[src/interp_mode_pkg.sv]
// package: register map, field layout, reset values and modes of the interpolation mode block
// Behaviour
// - eight-times interpolation emits eight output samples per input sample
// - each half-band stage runs at twice the rate of the previous stage
// - stage modes held in registers: 2-bit stage one, 6-bit stages two and three
// - 8x shift n: stage one n mod 4, two n mod 8, three n/2, doubled fields
// - 4x bypasses stage three; 2x bypasses stages two and three
// - stage-one mode 1 or 3 with premodulation adds half data rate shift
// - fine carrier oscillator applies remaining translation after coarse shifts
// - 32-bit tuning word; oscillator runs at twice data rate with stage one
// - new tuning word takes effect only on a 0-to-1 edge of update bit
// - four-times interpolation emits four output samples per input sample
package interp_mode_pkg;
	// ----------------------------------------------------------------
	// register offsets (byte addresses)
	// ----------------------------------------------------------------
	localparam logic [7:0] OFS_STAGE_ONE   = 8'h1c;
	localparam logic [7:0] OFS_STAGE_TWO   = 8'h1d;
	localparam logic [7:0] OFS_STAGE_THREE = 8'h1e;
	localparam logic [7:0] OFS_TUNING_WORD = 8'h30;
	localparam logic [7:0] OFS_UPDATE      = 8'h36;
	localparam logic [7:0] OFS_CONTROL     = 8'h40;
	localparam logic [7:0] OFS_STATUS      = 8'h44;
	localparam logic [7:0] OFS_ACTIVE_WORD = 8'h48;
	// ----------------------------------------------------------------
	// field positions and reset values
	// ----------------------------------------------------------------
	localparam int          CTL_FACTOR_LSB = 0;
	localparam int          CTL_PREMOD_BIT = 2;
	localparam int          CTL_ENABLE_BIT = 3;
	localparam int          UPD_BIT        = 0;
	localparam logic [1:0]  RST_STAGE_ONE  = 2'h0;
	localparam logic [5:0]  RST_STAGE_TWO  = 6'h00;
	localparam logic [5:0]  RST_STAGE_THREE = 6'h00;
	localparam logic [31:0] RST_TUNING_WORD = 32'h0000_0000;
	// interpolation factor codes
	typedef enum logic [1:0] {
		FACTOR_2X = 2'h0,
		FACTOR_4X = 2'h1,
		FACTOR_8X = 2'h3
	} factor_t;
	localparam factor_t RST_FACTOR = FACTOR_8X;
	// phase of the output sample sequencer
	typedef enum logic [1:0] {
		SEQ_IDLE = 2'h0,
		SEQ_RUN  = 2'h1,
		SEQ_LAST = 2'h3
	} seq_t;
endpackage : interp_mode_pkg

[src/sample_fifo.sv]
// sample_fifo: small synchronous valid/ready fifo that buffers input sample words
`timescale 1ns/1ps
`default_nettype none
module sample_fifo #(
	parameter int WIDTH = 32,
	parameter int DEPTH = 4
) (
	input  wire logic             i_clk_sys,
	input  wire logic             i_rst,
	input  wire logic             i_in_valid,
	output logic                  o_in_ready,
	input  wire logic [WIDTH-1:0] i_in_data,
	output logic                  o_out_valid,
	input  wire logic             i_out_ready,
	output logic      [WIDTH-1:0] o_out_data
);
	localparam int AW = $clog2(DEPTH);
	typedef struct packed {
		logic [AW-1:0] wr;
		logic [AW-1:0] rd;
		logic [AW:0]   cnt;
	} fifo_state_t;
	fifo_state_t      s_q;
	fifo_state_t      s_d;
	logic [WIDTH-1:0] mem_q [DEPTH];
	logic             push;
	logic             pop;

	assign o_in_ready  = (s_q.cnt != (AW+1)'(DEPTH));
	assign o_out_valid = (s_q.cnt != '0);
	assign o_out_data  = mem_q[s_q.rd];
	assign push        = i_in_valid && o_in_ready;
	assign pop         = o_out_valid && i_out_ready;

	always_comb begin
		s_d = s_q;
		if (push) begin
			s_d.wr = (s_q.wr == AW'(DEPTH-1)) ? '0 : s_q.wr + 1'b1;
		end
		if (pop) begin
			s_d.rd = (s_q.rd == AW'(DEPTH-1)) ? '0 : s_q.rd + 1'b1;
		end
		s_d.cnt = s_q.cnt + (AW+1)'(push) - (AW+1)'(pop);
	end

	always_ff @(posedge i_clk_sys or posedge i_rst) begin
		if (i_rst) begin
			s_q <= '0;
		end else begin
			s_q <= s_d;
		end
	end

	// storage has no reset: contents are only read once counted valid
	always_ff @(posedge i_clk_sys) begin
		if (push) begin
			mem_q[s_q.wr] <= i_in_data;
		end
	end
endmodule // sample_fifo
`default_nettype wire

[src/interp_mode_ctrl.sv]
// interp_mode_ctrl: apb mode registers, tuning word update and output-rate sequencer of the interpolation chain
//
// The address map and the APB slave port were chosen for this implementation.
`timescale 1ns/1ps
`default_nettype none
module interp_mode_ctrl #(
	parameter int SAMPLE_W   = 32,
	parameter int FIFO_DEPTH = 4
) (
	input  wire logic                i_clk_sys,
	input  wire logic                i_rst,
	input  wire logic                i_psel,
	input  wire logic                i_penable,
	input  wire logic                i_pwrite,
	input  wire logic [7:0]          i_paddr,
	input  wire logic [31:0]         i_pwdata,
	output logic      [31:0]         o_prdata,
	output logic                     o_pready,
	output logic                     o_pslverr,
	input  wire logic                i_sample_valid,
	output logic                     o_sample_ready,
	input  wire logic [SAMPLE_W-1:0] i_sample_data,
	output logic                     o_out_valid,
	output logic      [SAMPLE_W-1:0] o_out_data,
	output logic      [2:0]          o_out_phase,
	output logic      [1:0]          o_halfband_stage_one,
	output logic      [5:0]          o_halfband_stage_two,
	output logic      [5:0]          o_halfband_stage_three,
	output logic                     o_stage_two_bypass,
	output logic                     o_stage_three_bypass,
	output logic                     o_premod_active,
	output logic      [31:0]         o_carrier_tuning_word,
	output logic                     o_nco_double_rate
);
	typedef struct packed {
		logic [1:0]                     stage_one;
		logic [5:0]                     stage_two;
		logic [5:0]                     stage_three;
		interp_mode_pkg::factor_t       factor;
		logic                           premod;
		logic                           enable;
		logic [31:0]                    word_pending;
		logic [31:0]                    word_active;
		logic                           update_q;
		interp_mode_pkg::seq_t          seq;
		logic [2:0]                     phase;
		logic                           out_valid;
		logic [SAMPLE_W-1:0]            out_data;
		logic [31:0]                    prdata;
		logic                           err;
	} ctrl_state_t;

	ctrl_state_t         s_q;
	ctrl_state_t         s_d;
	logic                fifo_valid;
	logic                fifo_take;
	logic [SAMPLE_W-1:0] fifo_data;
	logic                setup;
	logic                wr_en;
	logic                rd_en;

	// ----------------------------------------------------------------
	// helpers
	// ----------------------------------------------------------------
	// a 6-bit stage field repeats its 3-bit mode in both halves
	function automatic logic [5:0] dup_mode(input logic [2:0] m);
		return {m, m};
	endfunction

	// number of output samples per input sample, minus one
	function automatic logic [2:0] last_phase(input interp_mode_pkg::factor_t f);
		case (f)
			interp_mode_pkg::FACTOR_2X: return 3'h1;
			interp_mode_pkg::FACTOR_4X: return 3'h3;
			interp_mode_pkg::FACTOR_8X: return 3'h7;
			default:                    return 3'h7;
		endcase
	endfunction

	function automatic logic known_addr(input logic [7:0] a);
		return a == interp_mode_pkg::OFS_STAGE_ONE || a == interp_mode_pkg::OFS_STAGE_TWO
			|| a == interp_mode_pkg::OFS_STAGE_THREE || a == interp_mode_pkg::OFS_TUNING_WORD
			|| a == interp_mode_pkg::OFS_UPDATE || a == interp_mode_pkg::OFS_CONTROL
			|| a == interp_mode_pkg::OFS_STATUS || a == interp_mode_pkg::OFS_ACTIVE_WORD;
	endfunction

	// ----------------------------------------------------------------
	// input buffer
	// ----------------------------------------------------------------
	sample_fifo #(
		.WIDTH (SAMPLE_W),
		.DEPTH (FIFO_DEPTH)
	) u_fifo (
		.i_clk_sys   (i_clk_sys),
		.i_rst       (i_rst),
		.i_in_valid  (i_sample_valid),
		.o_in_ready  (o_sample_ready),
		.i_in_data   (i_sample_data),
		.o_out_valid (fifo_valid),
		.i_out_ready (fifo_take),
		.o_out_data  (fifo_data)
	);

	// the sequencer takes a new word only after the last phase of the previous one,
	// so the fifo fills while the chain is busy producing output samples
	assign fifo_take = s_q.enable && fifo_valid
		&& (s_q.seq == interp_mode_pkg::SEQ_IDLE || s_q.seq == interp_mode_pkg::SEQ_LAST);

	// ----------------------------------------------------------------
	// apb slave: one wait-free access phase
	// ----------------------------------------------------------------
	assign setup     = i_psel && !i_penable;
	assign wr_en     = i_psel && i_penable && i_pwrite && known_addr(i_paddr);
	assign rd_en     = setup && !i_pwrite;
	assign o_pready  = 1'b1;
	assign o_pslverr = i_psel && i_penable && s_q.err;
	assign o_prdata  = s_q.prdata;

	always_comb begin
		s_d = s_q;
		// ---- bus decode ----
		if (setup) begin
			s_d.err = !known_addr(i_paddr);
		end
		if (rd_en) begin
			case (i_paddr)
				interp_mode_pkg::OFS_STAGE_ONE:   s_d.prdata = {30'h0, s_q.stage_one};
				interp_mode_pkg::OFS_STAGE_TWO:   s_d.prdata = {26'h0, s_q.stage_two};
				interp_mode_pkg::OFS_STAGE_THREE: s_d.prdata = {26'h0, s_q.stage_three};
				interp_mode_pkg::OFS_TUNING_WORD: s_d.prdata = s_q.word_pending;
				interp_mode_pkg::OFS_UPDATE:      s_d.prdata = {31'h0, s_q.update_q};
				interp_mode_pkg::OFS_CONTROL:     s_d.prdata = {28'h0, s_q.enable, s_q.premod, s_q.factor};
				interp_mode_pkg::OFS_STATUS:      s_d.prdata = {27'h0, s_q.phase, s_q.seq != interp_mode_pkg::SEQ_IDLE,
					fifo_valid};
				interp_mode_pkg::OFS_ACTIVE_WORD: s_d.prdata = s_q.word_active;
				default:                          s_d.prdata = 32'h0;
			endcase
		end
		if (wr_en) begin
			case (i_paddr)
				// mode fields are taken as written; software keeps them stable while streaming
				interp_mode_pkg::OFS_STAGE_ONE:   s_d.stage_one = i_pwdata[1:0];
				interp_mode_pkg::OFS_STAGE_TWO:   s_d.stage_two = i_pwdata[5:0];
				interp_mode_pkg::OFS_STAGE_THREE: s_d.stage_three = i_pwdata[5:0];
				interp_mode_pkg::OFS_TUNING_WORD: s_d.word_pending = i_pwdata;
				interp_mode_pkg::OFS_UPDATE: begin
					s_d.update_q = i_pwdata[interp_mode_pkg::UPD_BIT];
					// only a rising edge of the update bit moves the pending word into the oscillator
					if (i_pwdata[interp_mode_pkg::UPD_BIT] && !s_q.update_q) begin
						s_d.word_active = s_q.word_pending;
					end
				end
				interp_mode_pkg::OFS_CONTROL: begin
					s_d.factor = interp_mode_pkg::factor_t'(i_pwdata[interp_mode_pkg::CTL_FACTOR_LSB +: 2]);
					s_d.premod = i_pwdata[interp_mode_pkg::CTL_PREMOD_BIT];
					s_d.enable = i_pwdata[interp_mode_pkg::CTL_ENABLE_BIT];
				end
				default: ;
			endcase
		end
		// ---- output-rate sequencer ----
		s_d.out_valid = 1'b0;
		case (s_q.seq)
			interp_mode_pkg::SEQ_IDLE,
			interp_mode_pkg::SEQ_LAST: begin
				if (fifo_take) begin
					s_d.out_data  = fifo_data;
					s_d.out_valid = 1'b1;
					s_d.phase     = 3'h0;
					s_d.seq       = interp_mode_pkg::SEQ_RUN;
				end else begin
					s_d.seq = interp_mode_pkg::SEQ_IDLE;
				end
			end
			interp_mode_pkg::SEQ_RUN: begin
				// each stage doubles the rate, so a word yields 2, 4 or 8 output slots
				s_d.out_valid = 1'b1;
				s_d.phase     = s_q.phase + 3'h1;
				if (s_q.phase + 3'h1 == last_phase(s_q.factor)) begin
					s_d.seq = interp_mode_pkg::SEQ_LAST;
				end
			end
			default: s_d.seq = interp_mode_pkg::SEQ_IDLE;
		endcase
		if (!s_q.enable) begin
			s_d.seq = interp_mode_pkg::SEQ_IDLE;
		end
	end

	always_ff @(posedge i_clk_sys or posedge i_rst) begin
		if (i_rst) begin
			s_q              <= '0;
			s_q.stage_one    <= interp_mode_pkg::RST_STAGE_ONE;
			s_q.stage_two    <= interp_mode_pkg::RST_STAGE_TWO;
			s_q.stage_three  <= interp_mode_pkg::RST_STAGE_THREE;
			s_q.factor       <= interp_mode_pkg::RST_FACTOR;
			s_q.word_pending <= interp_mode_pkg::RST_TUNING_WORD;
			s_q.word_active  <= interp_mode_pkg::RST_TUNING_WORD;
			s_q.seq          <= interp_mode_pkg::SEQ_IDLE;
		end else begin
			s_q <= s_d;
		end
	end

	// ----------------------------------------------------------------
	// mode outputs to the filter chain
	// ----------------------------------------------------------------
	assign o_out_valid = s_q.out_valid;
	assign o_out_data  = s_q.out_data;
	assign o_out_phase = s_q.phase;
	assign o_halfband_stage_one = s_q.stage_one;
	// with 4x the third stage is bypassed, with 2x the second and third
	assign o_stage_two_bypass   = (s_q.factor == interp_mode_pkg::FACTOR_2X);
	// the spare factor code sequences eight slots, so it keeps all three stages in use
	assign o_stage_three_bypass = (s_q.factor == interp_mode_pkg::FACTOR_2X)
		|| (s_q.factor == interp_mode_pkg::FACTOR_4X);
	// bypassed fields are forced to zero so stale modes never reach an unused stage
	assign o_halfband_stage_two   = o_stage_two_bypass ? dup_mode(3'h0) : s_q.stage_two;
	assign o_halfband_stage_three = o_stage_three_bypass ? dup_mode(3'h0) : s_q.stage_three;
	// premodulation only has effect with odd stage-one modes
	assign o_premod_active = s_q.premod && s_q.stage_one[0];
	// fine oscillator word applies after the coarse shifts; stage one is always in use here
	assign o_carrier_tuning_word = s_q.word_active;
	assign o_nco_double_rate     = 1'b1;
endmodule // interp_mode_ctrl
`default_nettype wire

[config.mk]
export PLATFORM = sky130hd
export DESIGN_NAME = interp_mode_ctrl
export DESIGN_NICKNAME = d
export VERILOG_FILES = /design/src/interp_mode_pkg.sv /design/src/sample_fifo.sv /design/src/interp_mode_ctrl.sv
export SDC_FILE = /design/constraint.sdc
export NUM_CORES = 1
export LEC_CHECK = 0
export ABC_AREA = 1
export BUFFER_PORTS_ARGS = -buffer_cell sky130_fd_sc_hd__buf_2
export CORE_MARGIN = 4
export CORE_UTILIZATION = 30
export CTS_BUF_LIST = sky130_fd_sc_hd__clkbuf_8
export DETAILED_ROUTE_END_ITERATION = 6
export SYNTH_ARGS = -nofsm -noshare
export SYNTH_HDL_FRONTEND = slang
export SYNTH_HIERARCHICAL = 1
export SYNTH_SLANG_ARGS = --single-unit
[constraint.sdc]
create_clock -name i_clk_sys -period 15 [get_ports i_clk_sys]
set_clock_uncertainty 0.2 [all_clocks]
set_input_delay 3 -clock i_clk_sys [delete_from_list [all_inputs] [get_ports i_clk_sys]]
set_output_delay 3 -clock i_clk_sys [all_outputs]
set_load 0.05 [all_outputs]
Word-level counts from Yosys, hierarchy flattened. Memories as Yosys holds them, arrays and structs flattened. Cells that the tools add are included. Widths: inputs -> output; s select.

Add/sub/neg operators: 5. Equality and inequality tests: 17. Reduce and logical (&&, ||, !) cells: 40. Muxes and demuxes: 15.

Operator list (number): $pmux 32 s8 (1); $mux 36 (1); $eq 8x5->1 const B (3); $eq 8x7->1 const B (3); $eq 8x6->1 const B (2); $reduce_and 2->1 (8); $logic_and 1x1->1 (12); $mux 6 (2); $logic_or 1x1->1 (9); $mux 2 (4); $pmux 4 s2 (1); $eq 2x2->1 const B (3); $ne 3x3->1 const B (2); $pmux 3 s2 (1); $add 2x1->2 const B (2); $eq 2x1->1 const B (2); $logic_not 1->1 (4); $logic_not 2->1 (2); $pmux 2 s2 (1); $reduce_bool 2->1 (2); $add 3x1->3 (1); $add 3x1->3 const B (1); $eq 3x3->1 (1); $mux 1 (3); 6 further kinds (6).

Memory bits (writable): 128. Memories kept: 1. Register bits after elaboration: 161.

Memories: u_fifo.mem_q (depth 4, width 32, rd ports 1, clocked after memory_dff 0, wr ports 1, RTL line sample_fifo.sv:25) `logic [WIDTH-1:0] mem_q [DEPTH];`.

Logic depth before layout (Yosys ltp).
Depth in word-level cells: 10. Gate-level depth with buffers: 15. Gate-level depth less buffers: 14.

Modules after synthesis. The synthesis kept the hierarchy.

Modules (own cells, without submodules): interp_mode_ctrl (cells each 948, area each 7571.0 um2, seq. area each 3856.2 um2, instances 1); sample_fifo (cells each 432, area each 5494.0 um2, seq. area each 4018.9 um2, instances 1).

Worst setup path after synthesis. Ideal clock, no wire load.

Path type: input to output. From: input port i_psel. To: output port o_pslverr. Arrival time: 3444 ps. Buffers on the path: 0. Path slack: 8356 ps. Cell stages on the path: 1. Required time: 11800 ps. Path through: and3_1.

Cells in the longest elaborated chain, start to end: 2.

RTL lines: start, declared (RTL line interp_mode_ctrl.sv:12) `input wire logic i_psel,`; $logic_and 1x1->1 (2 in a row) (RTL line interp_mode_ctrl.sv:116) `assign o_pslverr = i_psel && i_penable && s_q.err;`; end, declared (RTL line interp_mode_ctrl.sv:19) `output logic o_pslverr,`.

Every way passes these cells.

Final worst setup path. Same ends and word-level chain as after synthesis.

==> flow_summary.toml <==
[outcome]
status = "finished clean"

[pwr]
vdd.ir_drop.worst_mv = 0.111
clockPowerShare_pct = 29.2
pwr-share-seq_pct = 40.5
cellLeakagePower_nw = 7.41
finalPower_mw = 2.54
power.density_nw_per_um2 = 170
combPwrFrac_pct = 30.3
p_int_mw = 1.58
switching_share_pct = 37.7
p_switching_mw = 0.958

[floorplanning]
core_region_area_um2 = 43100
start_util_pct = 30.3
io_pins = 199
die_h_um = 217
row_count = 76
die_area_um2 = 47000
die_x_um = 217

[run]
drv_cap = 0

[synthesis]
ys_types = 28
synth_area_per_cell_um2 = 9.47
yosys_warnings = 6
netlist_area_um2 = 13100
ys_seq_elements = 289
synthCells = 1380
seq_area_frac_synth_pct = 60.3

[drt]
drt_iter0_drc = 677
dr.pass1.iters = 4
vias_per_cell = 4.43
totalWireLength_um = 32500
ant_nets = 0
routed-via-count = 9366
drc = 0
wl_per_cell_um = 15.4

[clock_network]
clock_sinks = 289
holdBufCountCts = 0
cts-root-buf = "clkbuf_8"
cts_tree = "built"
clk_pin_slew_worst_paths_ns = 0.06
postCtsResizedCells = 0
clock_latency_ns = 0.61
post_cts_buffers = 0
clockBufferDepth = 3
cts-buffers-inserted = 51
cts_max_level = 2

[timing]
finalCritPeriodShare_pct = 44.8
worst_pin_slew_ns = 0.974
slew_headroom_pct = 35.1
slew_violations = 0
setup-tns-final_ns = 0
hold_violations = 0
post-route-min-period_ns = 6.71
rsz0062_at_grt = "no"
fmax_mhz = 149
setup_viol_count_final = 0

[grt]
antenna_found_initial = 7
grt_pass1_wl_um = 51300
grt_pass1_vias = 9357
grt_max_degree = 102
groute.usage.overall_pct = 13.6
grt_overflow = 0

[placed_design]
dp_hpwl_um = 20400
gp_congestion = 0.796
port_buffers = 196

[hold_path]
hp-class = "reg2reg"

[worst_setup_path]
critPathKind = "in2out"
cp-end-kind = "output pin"
arrival_ns = 3.51
critical_path.startpoint_type = "input pin"
cp_max_fo = 3
cp.required_ns = 11.80

[cells_and_area]
area_delta_synth_final_pct = 14.5
fin_nets = 1576
drive_gt1_share_pct = 20.9
## worst max-delay path, cell delays in order
cell and delay (ns):
buf_2 0.09, and3_1 0.16, buf_2 0.26
## cell usage after synthesis (all sizes together)
library cell	instances	share of area (%)
xor2	3	0.20
fa	1	0.15
edfxtp	128	29
dfrtp	159	30
a21oi	3	0.11
and3	2	0.096
nor2	45	1.6
ha	11	1.1
o21ai	90	3.4
nand4	2	0.096
buf	135	7.3
o211ai	65	3.7
nand3	44	1.7
nand2	496	14
o22ai	8	0.38
clkbuf	25	0.72
inv	158	4.5
conb	1	0.029
dfstp	2	0.40
nor3	2	0.11
## per-stage QoR
step	utilization (%)	cells	hold WS (ns)	cell area [um2]	setup slack, ns
global placement	32.3	2018	0.248	13900	8.29
global route	34.7	2111	0.293	15000	8.26
finish	34.7	2113	0.263	15000	8.29
floorplan	-	1381	0.242	13100	7.65
CTS	34.7	2111	0.263	15000	8.29
detailed placement	32.3	2018	0.249	13900	8.29
## power by group through the flow
stage	clock, mW	sequential (mW)	combinational (mW)
after floorplan	0	1.03	0.648
after global placement	0	1.04	0.776
after detailed placement	0	1.04	0.788
after CTS	0.767	1.03	0.791
after global routing	0.807	1.04	0.862
final	0.741	1.03	0.769
## logic make-up (layout without fill, tap and decap cells)
kind of cell / Yosys count / count (layout) / share of synthesized area [%]
AO/OA/AOI/OAI: 166 / 166 / 7.68
XOR/XNOR: 3 / 3 / 0.201
adder cells (fa/ha/maj): 12 / 12 / 1.21
buffers and inverters: 318 / 463 / 12.6
flip-flops: 289 / 289 / 60.3
other: 1 / 4 / 0.0287
AND/OR/NAND/NOR: 591 / 591 / 18.0
## cell type report
type                       instances  area [um2]
fill                            4399       28100
sequential                       289        7880
multi-input combinational        774        3590
timing repair buffer             212        1100
clock buffer                      63         867
tap                              585         732
inverter                         158         598
clock inverter                    30         186
antenna                            2        5.00
## cell usage in the layout, fill, tap and decap left out
cell type	synthesis	final
edfxtp_1	128	128
buf_4	112	16
clkinv_2	0	6
and3_1	2	2
inv_6	0	2
xor2_1	3	3
inv_1	152	170
nor3_4	0	1
nand2_1	487	487
o21ai_1	31	31
nand2_2	9	9
a21oi_1	3	3
o21ai_0	59	59
conb_1	1	2
dfrtp_4	0	1
nand3_2	1	1
clkinv_4	0	1
o211ai_1	65	65
clkbuf_8	0	63
bufinv_16	0	2
buf_2	23	196
inv_2	6	6
nor2_2	3	4
nor3_1	1	1
nor2_1	38	33
nand3_1	43	43
o22ai_1	8	8
fa_1	1	1
dfstp_2	2	2
clkinvlp_4	0	1
diode_2	0	2
nand4_1	2	2
dfrtp_1	159	158
nor2_4	4	8
ha_1	11	11
## registers in the layout, summed over array words and instances (netlist names)
signal                 count
o_carrier_tuning_word     32
o_halfband_stage_one       2
o_out_data                32
o_out_phase                3
o_out_valid                1
o_prdata                  32
s_q                       52
u_fifo/mem_q             128
u_fifo/s_q                 7
## routing by layer
metal | vias up | track usage (%) | share of wire [%]
met2 | 283 | 23.0 | 47
met3 | 70 | 4.12 | 7.6
met1 | 4480 | 16.7 | 43
met5 | - | 0 | 0.21
li1 | 4523 | - | -
met4 | 10 | 4.44 | 2.2
## worst paths after layout
check | from | to | slack [ns] | cells past startpoint
max in group asynchronous | i_rst | s_q[124]$_DFFE_PP0P_ | 10.72 | 3
min in group asynchronous | i_rst | u_fifo/s_q[2]$_DFF_PP0_ | 2.18 | 2
worst max register to register | s_q[70]$_DFFE_PP0P_ | u_fifo/s_q[2]$_DFF_PP0_ | 12.02 | 13
worst max-delay path | i_psel | o_pslverr | 8.29 | 3
worst min-delay path | s_q[114]$_DFFE_PP0P_ | o_carrier_tuning_word[10]$_DFFE_PP0P_ | 0.26 | 2
worst min register to register | s_q[114]$_DFFE_PP0P_ | o_carrier_tuning_word[10]$_DFFE_PP0P_ | 0.26 | 2
No activity file was read; power rests on OpenSTA's default activity.
